**src/rtl/cpsc_pkg.sv**
```systemverilog
/*
 package for the chip power-state controller: register map, field layouts,
 reset values, state list and timing counts.
 assumes a 125 MHz system clock and 32-bit word-aligned register access.
*/
package cpsc_pkg;
   localparam int CLK_KHZ = 125000;
   localparam int CM_WAIT_US = 35000;
   localparam int CM_WAIT_CYC = (CM_WAIT_US * (CLK_KHZ / 1000));
   localparam int DOM_UP_CYC = 16;
   localparam int CNT_W = 23;

   localparam logic [7:0] OFS_PWR_CTRL = 8'h00;
   localparam logic [7:0] OFS_CORE_EN = 8'h04;
   localparam logic [7:0] OFS_BLOCK_EN = 8'h08;
   localparam logic [7:0] OFS_STATUS = 8'h0C;
   localparam logic [7:0] OFS_IRQ_FLAG = 8'h10;
   localparam logic [7:0] OFS_IRQ_MASK = 8'h14;

   typedef struct packed {
      logic master_block_en;
      logic main_core_fast_mode;
      logic core_mem_retain;
      logic clock_tree_ungate;
      logic common_mode_hold_on;
      logic power_en;
   } cpsc_ctrl_s;

   typedef struct packed {
      logic fast_core_enable;
      logic main_core_enable;
      logic pll_enable;
   } cpsc_core_s;

   localparam logic [5:0] CTRL_RST = 6'h06;
   localparam logic [2:0] CORE_RST = 3'h0;
   localparam logic [1:0] MASK_RST = 2'h3;
   localparam logic [1:0] FLAG_RST = 2'h0;

   typedef enum logic [2:0] {
      ST_HW_SHUT,
      ST_SW_PD,
      ST_CM_WAIT,
      ST_DOM_UP,
      ST_PLL_WAIT,
      ST_ACTIVE
   } cpsc_state_e;
endpackage : cpsc_pkg

```
**src/rtl/cpsc_top.sv**
```systemverilog
/*
 chip power-state controller: hardware shutdown, software power-down,
 power-up sequencing, power-up-done flags and block enable gating.
 assumes a host on the plain register port and asynchronous shutdown,
 pll lock and regulator-select pins.
*/
// The placing of the registers and the address-and-strobe port were left to the implementer.
`timescale 1ns/1ps
module cpsc_top #(
   parameter int N_CH = 8,
   parameter int CM_WAIT_CYC = cpsc_pkg::CM_WAIT_CYC,
   parameter int DOM_UP_CYC = cpsc_pkg::DOM_UP_CYC
) (
   input wire logic clk_sys,
   input wire logic rst,
   input wire logic shutdown_n_pin,
   input wire logic reg_select_pin,
   input wire logic pll_lock_pin,
   input wire logic [7:0] addr,
   input wire logic [31:0] wr_data,
   input wire logic wr_stb,
   input wire logic rd_stb,
   output logic [31:0] rd_data,
   output logic regulator_on,
   output logic common_mode_on,
   output logic osc_on,
   output logic clk_ungate,
   output logic dig_domain_pwr,
   output logic core_mem_pwr,
   output logic pll_enable_o,
   output logic main_core_en_o,
   output logic fast_core_en_o,
   output logic main_core_fast_o,
   output logic [N_CH-1:0] block_en_o,
   output logic powerup_complete,
   output logic irq_line1,
   output logic irq_line2
);
   logic sd_s1_r, sd_s2_r, rs_s1_r, rs_s2_r, pl_s1_r, pl_s2_r;
   logic rst_int;
   cpsc_pkg::cpsc_state_e state_r, state_nxt;
   cpsc_pkg::cpsc_ctrl_s ctrl_r;
   cpsc_pkg::cpsc_core_s core_r;
   logic [N_CH-1:0] chan_r;
   logic [1:0] flag_r, mask_r;
   logic [cpsc_pkg::CNT_W-1:0] cnt_r;
   logic cm_ready_r, done_r;
   logic wr_pwr, wr_core, wr_chan, wr_flag, wr_mask, enter_active;

   // pins cross into clk_sys through two flops each
   always_ff @(posedge clk_sys)
   begin
      if (rst)
      begin
         sd_s1_r <= 1'b0;
         sd_s2_r <= 1'b0;
         rs_s1_r <= 1'b0;
         rs_s2_r <= 1'b0;
         pl_s1_r <= 1'b0;
         pl_s2_r <= 1'b0;
      end
      else
      begin
         sd_s1_r <= shutdown_n_pin;
         sd_s2_r <= sd_s1_r;
         rs_s1_r <= reg_select_pin;
         rs_s2_r <= rs_s1_r;
         pl_s1_r <= pll_lock_pin;
         pl_s2_r <= pl_s1_r;
      end
   end

   // synchronised pin low is a full internal reset
   assign rst_int = rst | ~sd_s2_r;

   // writes only land outside shutdown; reset dominates anyway
   always_comb
   begin
      wr_pwr = 1'b0;
      wr_core = 1'b0;
      wr_chan = 1'b0;
      wr_flag = 1'b0;
      wr_mask = 1'b0;
      if (wr_stb && addr == cpsc_pkg::OFS_PWR_CTRL)
         wr_pwr = 1'b1;
      else if (wr_stb && addr == cpsc_pkg::OFS_CORE_EN)
         wr_core = 1'b1;
      else if (wr_stb && addr == cpsc_pkg::OFS_BLOCK_EN)
         wr_chan = 1'b1;
      else if (wr_stb && addr == cpsc_pkg::OFS_IRQ_FLAG)
         wr_flag = 1'b1;
      else if (wr_stb && addr == cpsc_pkg::OFS_IRQ_MASK)
         wr_mask = 1'b1;
   end

   // control registers live in the always-on domain
   always_ff @(posedge clk_sys)
   begin
      if (rst_int)
      begin
         ctrl_r <= cpsc_pkg::CTRL_RST;
         core_r <= cpsc_pkg::CORE_RST;
         chan_r <= '0;
         mask_r <= cpsc_pkg::MASK_RST;
      end
      else
      begin
         if (wr_pwr)
            ctrl_r <= wr_data[5:0];
         if (wr_core)
            core_r <= wr_data[2:0];
         if (wr_chan)
            chan_r <= wr_data[N_CH-1:0];
         if (wr_mask)
            mask_r <= wr_data[1:0];
      end
   end

   // state sequencer
   always_comb
   begin
      state_nxt = state_r;
      case (state_r)
         cpsc_pkg::ST_HW_SHUT: state_nxt = cpsc_pkg::ST_SW_PD;
         cpsc_pkg::ST_SW_PD:
            if (ctrl_r.power_en)
               state_nxt = cm_ready_r ? cpsc_pkg::ST_DOM_UP : cpsc_pkg::ST_CM_WAIT;
         cpsc_pkg::ST_CM_WAIT:
            if (cnt_r == '0)
               state_nxt = cpsc_pkg::ST_DOM_UP;
         cpsc_pkg::ST_DOM_UP:
            if (cnt_r == '0)
               state_nxt = cpsc_pkg::ST_PLL_WAIT;
         cpsc_pkg::ST_PLL_WAIT:
            if (pl_s2_r || !core_r.pll_enable)
               state_nxt = cpsc_pkg::ST_ACTIVE;
         default: state_nxt = state_r;
      endcase
      if (state_r != cpsc_pkg::ST_HW_SHUT && !ctrl_r.power_en)
         state_nxt = cpsc_pkg::ST_SW_PD;
   end

   assign enter_active = state_r == cpsc_pkg::ST_PLL_WAIT && state_nxt == cpsc_pkg::ST_ACTIVE;

   always_ff @(posedge clk_sys)
   begin
      if (rst_int)
         state_r <= cpsc_pkg::ST_HW_SHUT;
      else
         state_r <= state_nxt;
   end

   // one counter serves both the common-mode and domain waits
   always_ff @(posedge clk_sys)
   begin
      if (rst_int)
         cnt_r <= '0;
      else if (state_r == cpsc_pkg::ST_SW_PD)
         cnt_r <= cm_ready_r ? cpsc_pkg::CNT_W'(DOM_UP_CYC - 1) : cpsc_pkg::CNT_W'(CM_WAIT_CYC - 1);
      else if (state_r == cpsc_pkg::ST_CM_WAIT && cnt_r == '0)
         cnt_r <= cpsc_pkg::CNT_W'(DOM_UP_CYC - 1);
      else if (cnt_r != '0)
         cnt_r <= cnt_r - 1'b1;
   end

   // common mode counts as charged after the wait or on shutdown exit with hold set; power-down keeps it only if hold stays on
   always_ff @(posedge clk_sys)
   begin
      if (rst_int)
         cm_ready_r <= 1'b0;
      else if (state_r == cpsc_pkg::ST_CM_WAIT && cnt_r == '0)
         cm_ready_r <= 1'b1;
      else if (state_r == cpsc_pkg::ST_SW_PD)
         cm_ready_r <= ctrl_r.common_mode_hold_on && cm_ready_r;
      else if (state_r == cpsc_pkg::ST_HW_SHUT)
         cm_ready_r <= ctrl_r.common_mode_hold_on;
   end

   always_ff @(posedge clk_sys)
   begin
      if (rst_int)
         done_r <= 1'b0;
      else
         done_r <= state_nxt == cpsc_pkg::ST_ACTIVE;
   end

   // set beats a same-cycle write-one-to-clear
   always_ff @(posedge clk_sys)
   begin
      if (rst_int)
         flag_r <= cpsc_pkg::FLAG_RST;
      else
         flag_r <= (flag_r & ~(wr_flag ? wr_data[1:0] : 2'h0)) | {2{enter_active}};
   end

   // power controls; the domain power and the pll enable wait on common mode
   always_ff @(posedge clk_sys)
   begin
      if (rst_int)
      begin
         regulator_on <= 1'b0;
         common_mode_on <= 1'b0;
         osc_on <= 1'b0;
         clk_ungate <= 1'b0;
         dig_domain_pwr <= 1'b0;
         core_mem_pwr <= 1'b0;
         pll_enable_o <= 1'b0;
         main_core_en_o <= 1'b0;
         fast_core_en_o <= 1'b0;
         main_core_fast_o <= 1'b0;
         block_en_o <= '0;
         irq_line1 <= 1'b0;
         irq_line2 <= 1'b0;
      end
      else
      begin
         regulator_on <= rs_s2_r;
         common_mode_on <= ctrl_r.common_mode_hold_on || state_r != cpsc_pkg::ST_SW_PD;
         osc_on <= 1'b1;
         clk_ungate <= ctrl_r.clock_tree_ungate;
         dig_domain_pwr <= state_nxt != cpsc_pkg::ST_SW_PD && state_nxt != cpsc_pkg::ST_CM_WAIT;
         core_mem_pwr <= ctrl_r.core_mem_retain || dig_domain_pwr;
         pll_enable_o <= core_r.pll_enable && cm_ready_r && dig_domain_pwr;
         main_core_en_o <= core_r.main_core_enable && done_r;
         fast_core_en_o <= core_r.fast_core_enable && done_r;
         main_core_fast_o <= ctrl_r.main_core_fast_mode;
         block_en_o <= (ctrl_r.master_block_en && done_r) ? chan_r : '0;
         irq_line1 <= flag_r[0] && !mask_r[0];
         irq_line2 <= flag_r[1] && !mask_r[1];
      end
   end

   assign powerup_complete = done_r;

   // read data valid one cycle after the strobe, zero otherwise
   always_ff @(posedge clk_sys)
   begin
      if (rst_int)
         rd_data <= 32'h00000000;
      else if (!rd_stb)
         rd_data <= 32'h00000000;
      else if (addr == cpsc_pkg::OFS_PWR_CTRL)
         rd_data <= {26'h0000000, ctrl_r};
      else if (addr == cpsc_pkg::OFS_CORE_EN)
         rd_data <= {29'h00000000, core_r};
      else if (addr == cpsc_pkg::OFS_BLOCK_EN)
         rd_data <= 32'(chan_r);
      else if (addr == cpsc_pkg::OFS_STATUS)
         rd_data <= {25'h0000000, cm_ready_r, rs_s2_r, pl_s2_r, done_r, 3'h0} | {29'h0, state_r};
      else if (addr == cpsc_pkg::OFS_IRQ_FLAG)
         rd_data <= {30'h00000000, flag_r};
      else if (addr == cpsc_pkg::OFS_IRQ_MASK)
         rd_data <= {30'h00000000, mask_r};
      else
         rd_data <= 32'h00000000;
   end
endmodule : cpsc_top

```
**config.mk**
```make
export PLATFORM = sky130hd
export DESIGN_NAME = cpsc_top
export DESIGN_NICKNAME = d
export VERILOG_FILES = /design/src/rtl/cpsc_pkg.sv /design/src/rtl/cpsc_top.sv
export SDC_FILE = /design/constraint.sdc
export NUM_CORES = 1
export LEC_CHECK = 0
export BUFFER_PORTS_ARGS = -buffer_cell sky130_fd_sc_hd__clkbuf_2
export CAP_MARGIN = 5
export CORE_MARGIN = 5
export CORE_UTILIZATION = 25
export DETAILED_ROUTE_END_ITERATION = 10
export PLACE_DENSITY = 0.48
export SLEW_MARGIN = 10
export SYNTH_ARGS = -nofsm -noshare
export SYNTH_HDL_FRONTEND = slang
export SYNTH_SLANG_ARGS = --single-unit
```
**constraint.sdc**
```tcl
create_clock -name clk_sys -period 2.14 [get_ports clk_sys]
set_input_delay 0.107 -clock clk_sys [delete_from_list [all_inputs] [get_ports clk_sys]]
set_output_delay 0.107 -clock clk_sys [all_outputs]
set_load 0.05 [all_outputs]
```
==> impl_metrics.py <==
metrics = {
    "run_status": {
        "status": "complete, no violations",
    },
    "worst_setup_path": {
        "crit_fanout": 6,
        "crit_path_start_kind": "flip-flop",
        "end_kind": "flip-flop",
        "crit_required_ps": 2350,
        "path_class": "reg2reg",
        "arrival_ps": 2180,
    },
    "route": {
        "drc": 0,
        "dr_total_vias": 3034,
        "via_per_inst": 4.57,
        "finalWirelength_mm": 9.32,
        "dr.pass1.iters": 5,
        "drt_iter0_markers": 116,
        "antenna_left": 0,
        "wire_per_inst_um": 14.0,
    },
    "clocking": {
        "clk_path_buf_depth": 2,
        "numCtsBuffers": 9,
        "cts-root-buf": "clkbuf_16",
        "clk_pin_slew_ps": 60,
        "cts_setup_buffers": 0,
        "cts_tree": "built",
        "cts_max_level": 3,
        "clk_latency_ps": 340,
        "clock-sinks": 83,
    },
    "synth": {
        "synth-simple-area-share_pct": 23.6,
        "synth_edf_count": 0,
        "synth_top_family_by_area": "simple AND/OR/NAND/NOR gates",
        "synth_cell_types": 57,
        "avgSynthCellArea_um2": 9.03,
        "synth_top_cell_area_share_pct": 44.8,
        "netlist_instances": 411,
        "synth_seq_area_share_pct": 44.8,
        "synthFlopType": "dfxtp_1",
        "ys_async_sr_fraction_pct": 0,
        "synth_largest_area_cell": "dfxtp_1",
        "yosysMostFrequentCell": "dfxtp_1",
        "syn-cell-area_mm2": 0.00371,
        "yosysWarnings": 0,
        "synth_seq_cells": 83,
        "synthTopCellsByArea": "dfxtp_1 45%, buf_4 5.3%, a21oi_1 4.0%, mux2i_1 4.0%, nor2_1 3.3%",
        "synth_commonest_cells": "83 x dfxtp_1, 33 x nor2_1, 30 x a21oi_1",
        "synthAdderAreaFrac_pct": 0.337,
        "yosys-mux-area-fraction_pct": 5.36,
        "synth_xor_area_share_pct": 3.77,
        "synth_compound_area_share_pct": 13.4,
    },
    "pwr": {
        "power.leakage_nw": 1.88,
        "p_per_area_mw_per_mm2": 1130,
        "finalPower_mw": 5.12,
        "ir_drop_uv": 383,
    },
    "placed_design": {
        "place_congestion": 0.779,
        "place_area_mm2": 0.00419,
        "dp_hpwl_mm": 6.94,
        "port_buffers": 51,
    },
    "grt": {
        "grt_use_total_pct": 10.8,
        "grt_max_degree": 27,
        "antenna_found_initial": 0,
        "grt_pass1_vias": 3057,
        "grt_pass1_wl_mm": 15.5,
        "grt-ovfl-total": 0,
    },
    "cells_and_area": {
        "final_layout_size_suffix_gt1_share_pct": 22.9,
        "finish.instance_area_mm2": 0.00452,
        "num_antenna_cells": 0,
        "fill_cells": 1598,
        "fin_nets": 525,
        "area.growth.synth_to_final_pct": 21.7,
        "postLayoutCoreUtil_pct": 31.1,
    },
    "sta": {
        "maxSlewViolCount": 0,
        "grt_setup_unrepaired": "no",
        "tightest_slew_ps": 526,
        "min_period_ps": 1970,
        "finalClockSkew_ps": 8.14,
        "whs_ps": 24.1,
        "timing.setup.tns_ps": 0,
        "finalCritPeriodShare_pct": 91.9,
        "finalHoldViolCount": 0,
        "slew_headroom_pct": 64.9,
        "max_freq_mhz": 508,
        "setup_viol": 0,
    },
    "min_path": {
        "hp-class": "in2reg",
    },
    "run": {
        "cap_violations": 0,
    },
    "die": {
        "die_w_um": 132,
        "rows": 44,
        "die_h_um": 132,
        "dieArea_mm2": 0.0174,
        "fp.coreArea_mm2": 0.0145,
        "start_util_pct": 25.5,
        "io_pins": 100,
    },
}
-- layout make-up --
class | instances | area [µm²] | area share [%]
clock buffers | 9 | 225 | 4.99
clock inverters | 5 | 56.3 | 1.25
inverters | 12 | 45.0 | 0.997
multi-input cells | 294 | 1830 | 40.5
flip-flops and latches | 83 | 1660 | 36.8
well taps | 184 | 230 | 5.10
repair buffers | 77 | 470 | 10.4
-- final timing paths --
kind                   start         to  slack, ps  cells past startpoint
setup / recovery    cnt_r[0]  cnt_r[22]        170                      8
hold / removal    wr_data[6]  chan_r[6]         20                      3
hold reg to reg      pl_s1_r    pl_s2_r        440                      1
setup reg to reg    cnt_r[0]  cnt_r[22]        170                      8
-- worst max-delay path: stages (launching register included) --
cell and delay [ps]:
dfxtp_1 320, inv_1 90, ha_1 200, nor3b_2 210, nand4_1 240, buf_4 240
nor4_1 270, xnor2_1 180, o22ai_1 100
-- layout by cell type, fill, tap and decap left out, types with 11 or more instances in the layout --
cell type	n
dfxtp_1	83
nand3_1	17
and2_1	14
nor2_1	33
a21oi_1	30
nand2_1	28
nor3_1	11
buf_4	22
inv_1	11
conb_1	24
clkbuf_2	51
mux2i_1	15
-- cells by family (layout without fill, tap and decap cells) --
family,after synthesis,count (layout)
AO/OA/AOI/OAI,77,77
XOR/XNOR,16,16
adder cells (fa/ha/maj),1,1
buffers and inverters,57,103
flip-flops,83,83
multiplexers,19,19
other,1,24
AND/OR/NAND/NOR,157,157
-- where the power goes --
part / internal, mW / total (mW) / switching (mW)
Sequential: 1.60 / 1.66 / 0.0628
Combinational: 0.880 / 1.96 / 1.08
Clock: 0.888 / 1.49 / 0.602
Total: 3.37 / 5.12 / 1.75
-- metal layers --
| layer | global-route usage (%) | share of wire (%) | routed length [µm] |
|---|---|---|---|
| met5 | 0 | 0 | 0 |
| met4 | 3.31 | 1.4 | 132 |
| met3 | 3.21 | 3.9 | 366 |
| met2 | 18.4 | 49 | 4600 |
| met1 | 13.0 | 45 | 4220 |
-- per-stage QoR --
stage / std cells / worst slack [ps]
after floorplan: 434 / 47.0
final: 664 / 173
after global placement: 647 / 120
after CTS: 664 / 30.6
after detailed placement: 647 / 60.7
after global routing: 664 / 38.7
-- state kept, by name, indices dropped and copies added (netlist names), 2 cells and up --
register / flops
state_r: 3
mask_r: 2
flag_r: 2
block_en_o: 8
rd_data: 8
core_r: 3
ctrl_r: 6
chan_r: 8
cnt_r: 23
-- timing repair --
item,in CTS,in global routing
setup endpoints to repair,0,4
hold buffers,3,0
endpoints found under the hold margin,3,0
resized for setup,0,2
No activity file was read; power rests on OpenSTA's default activity.
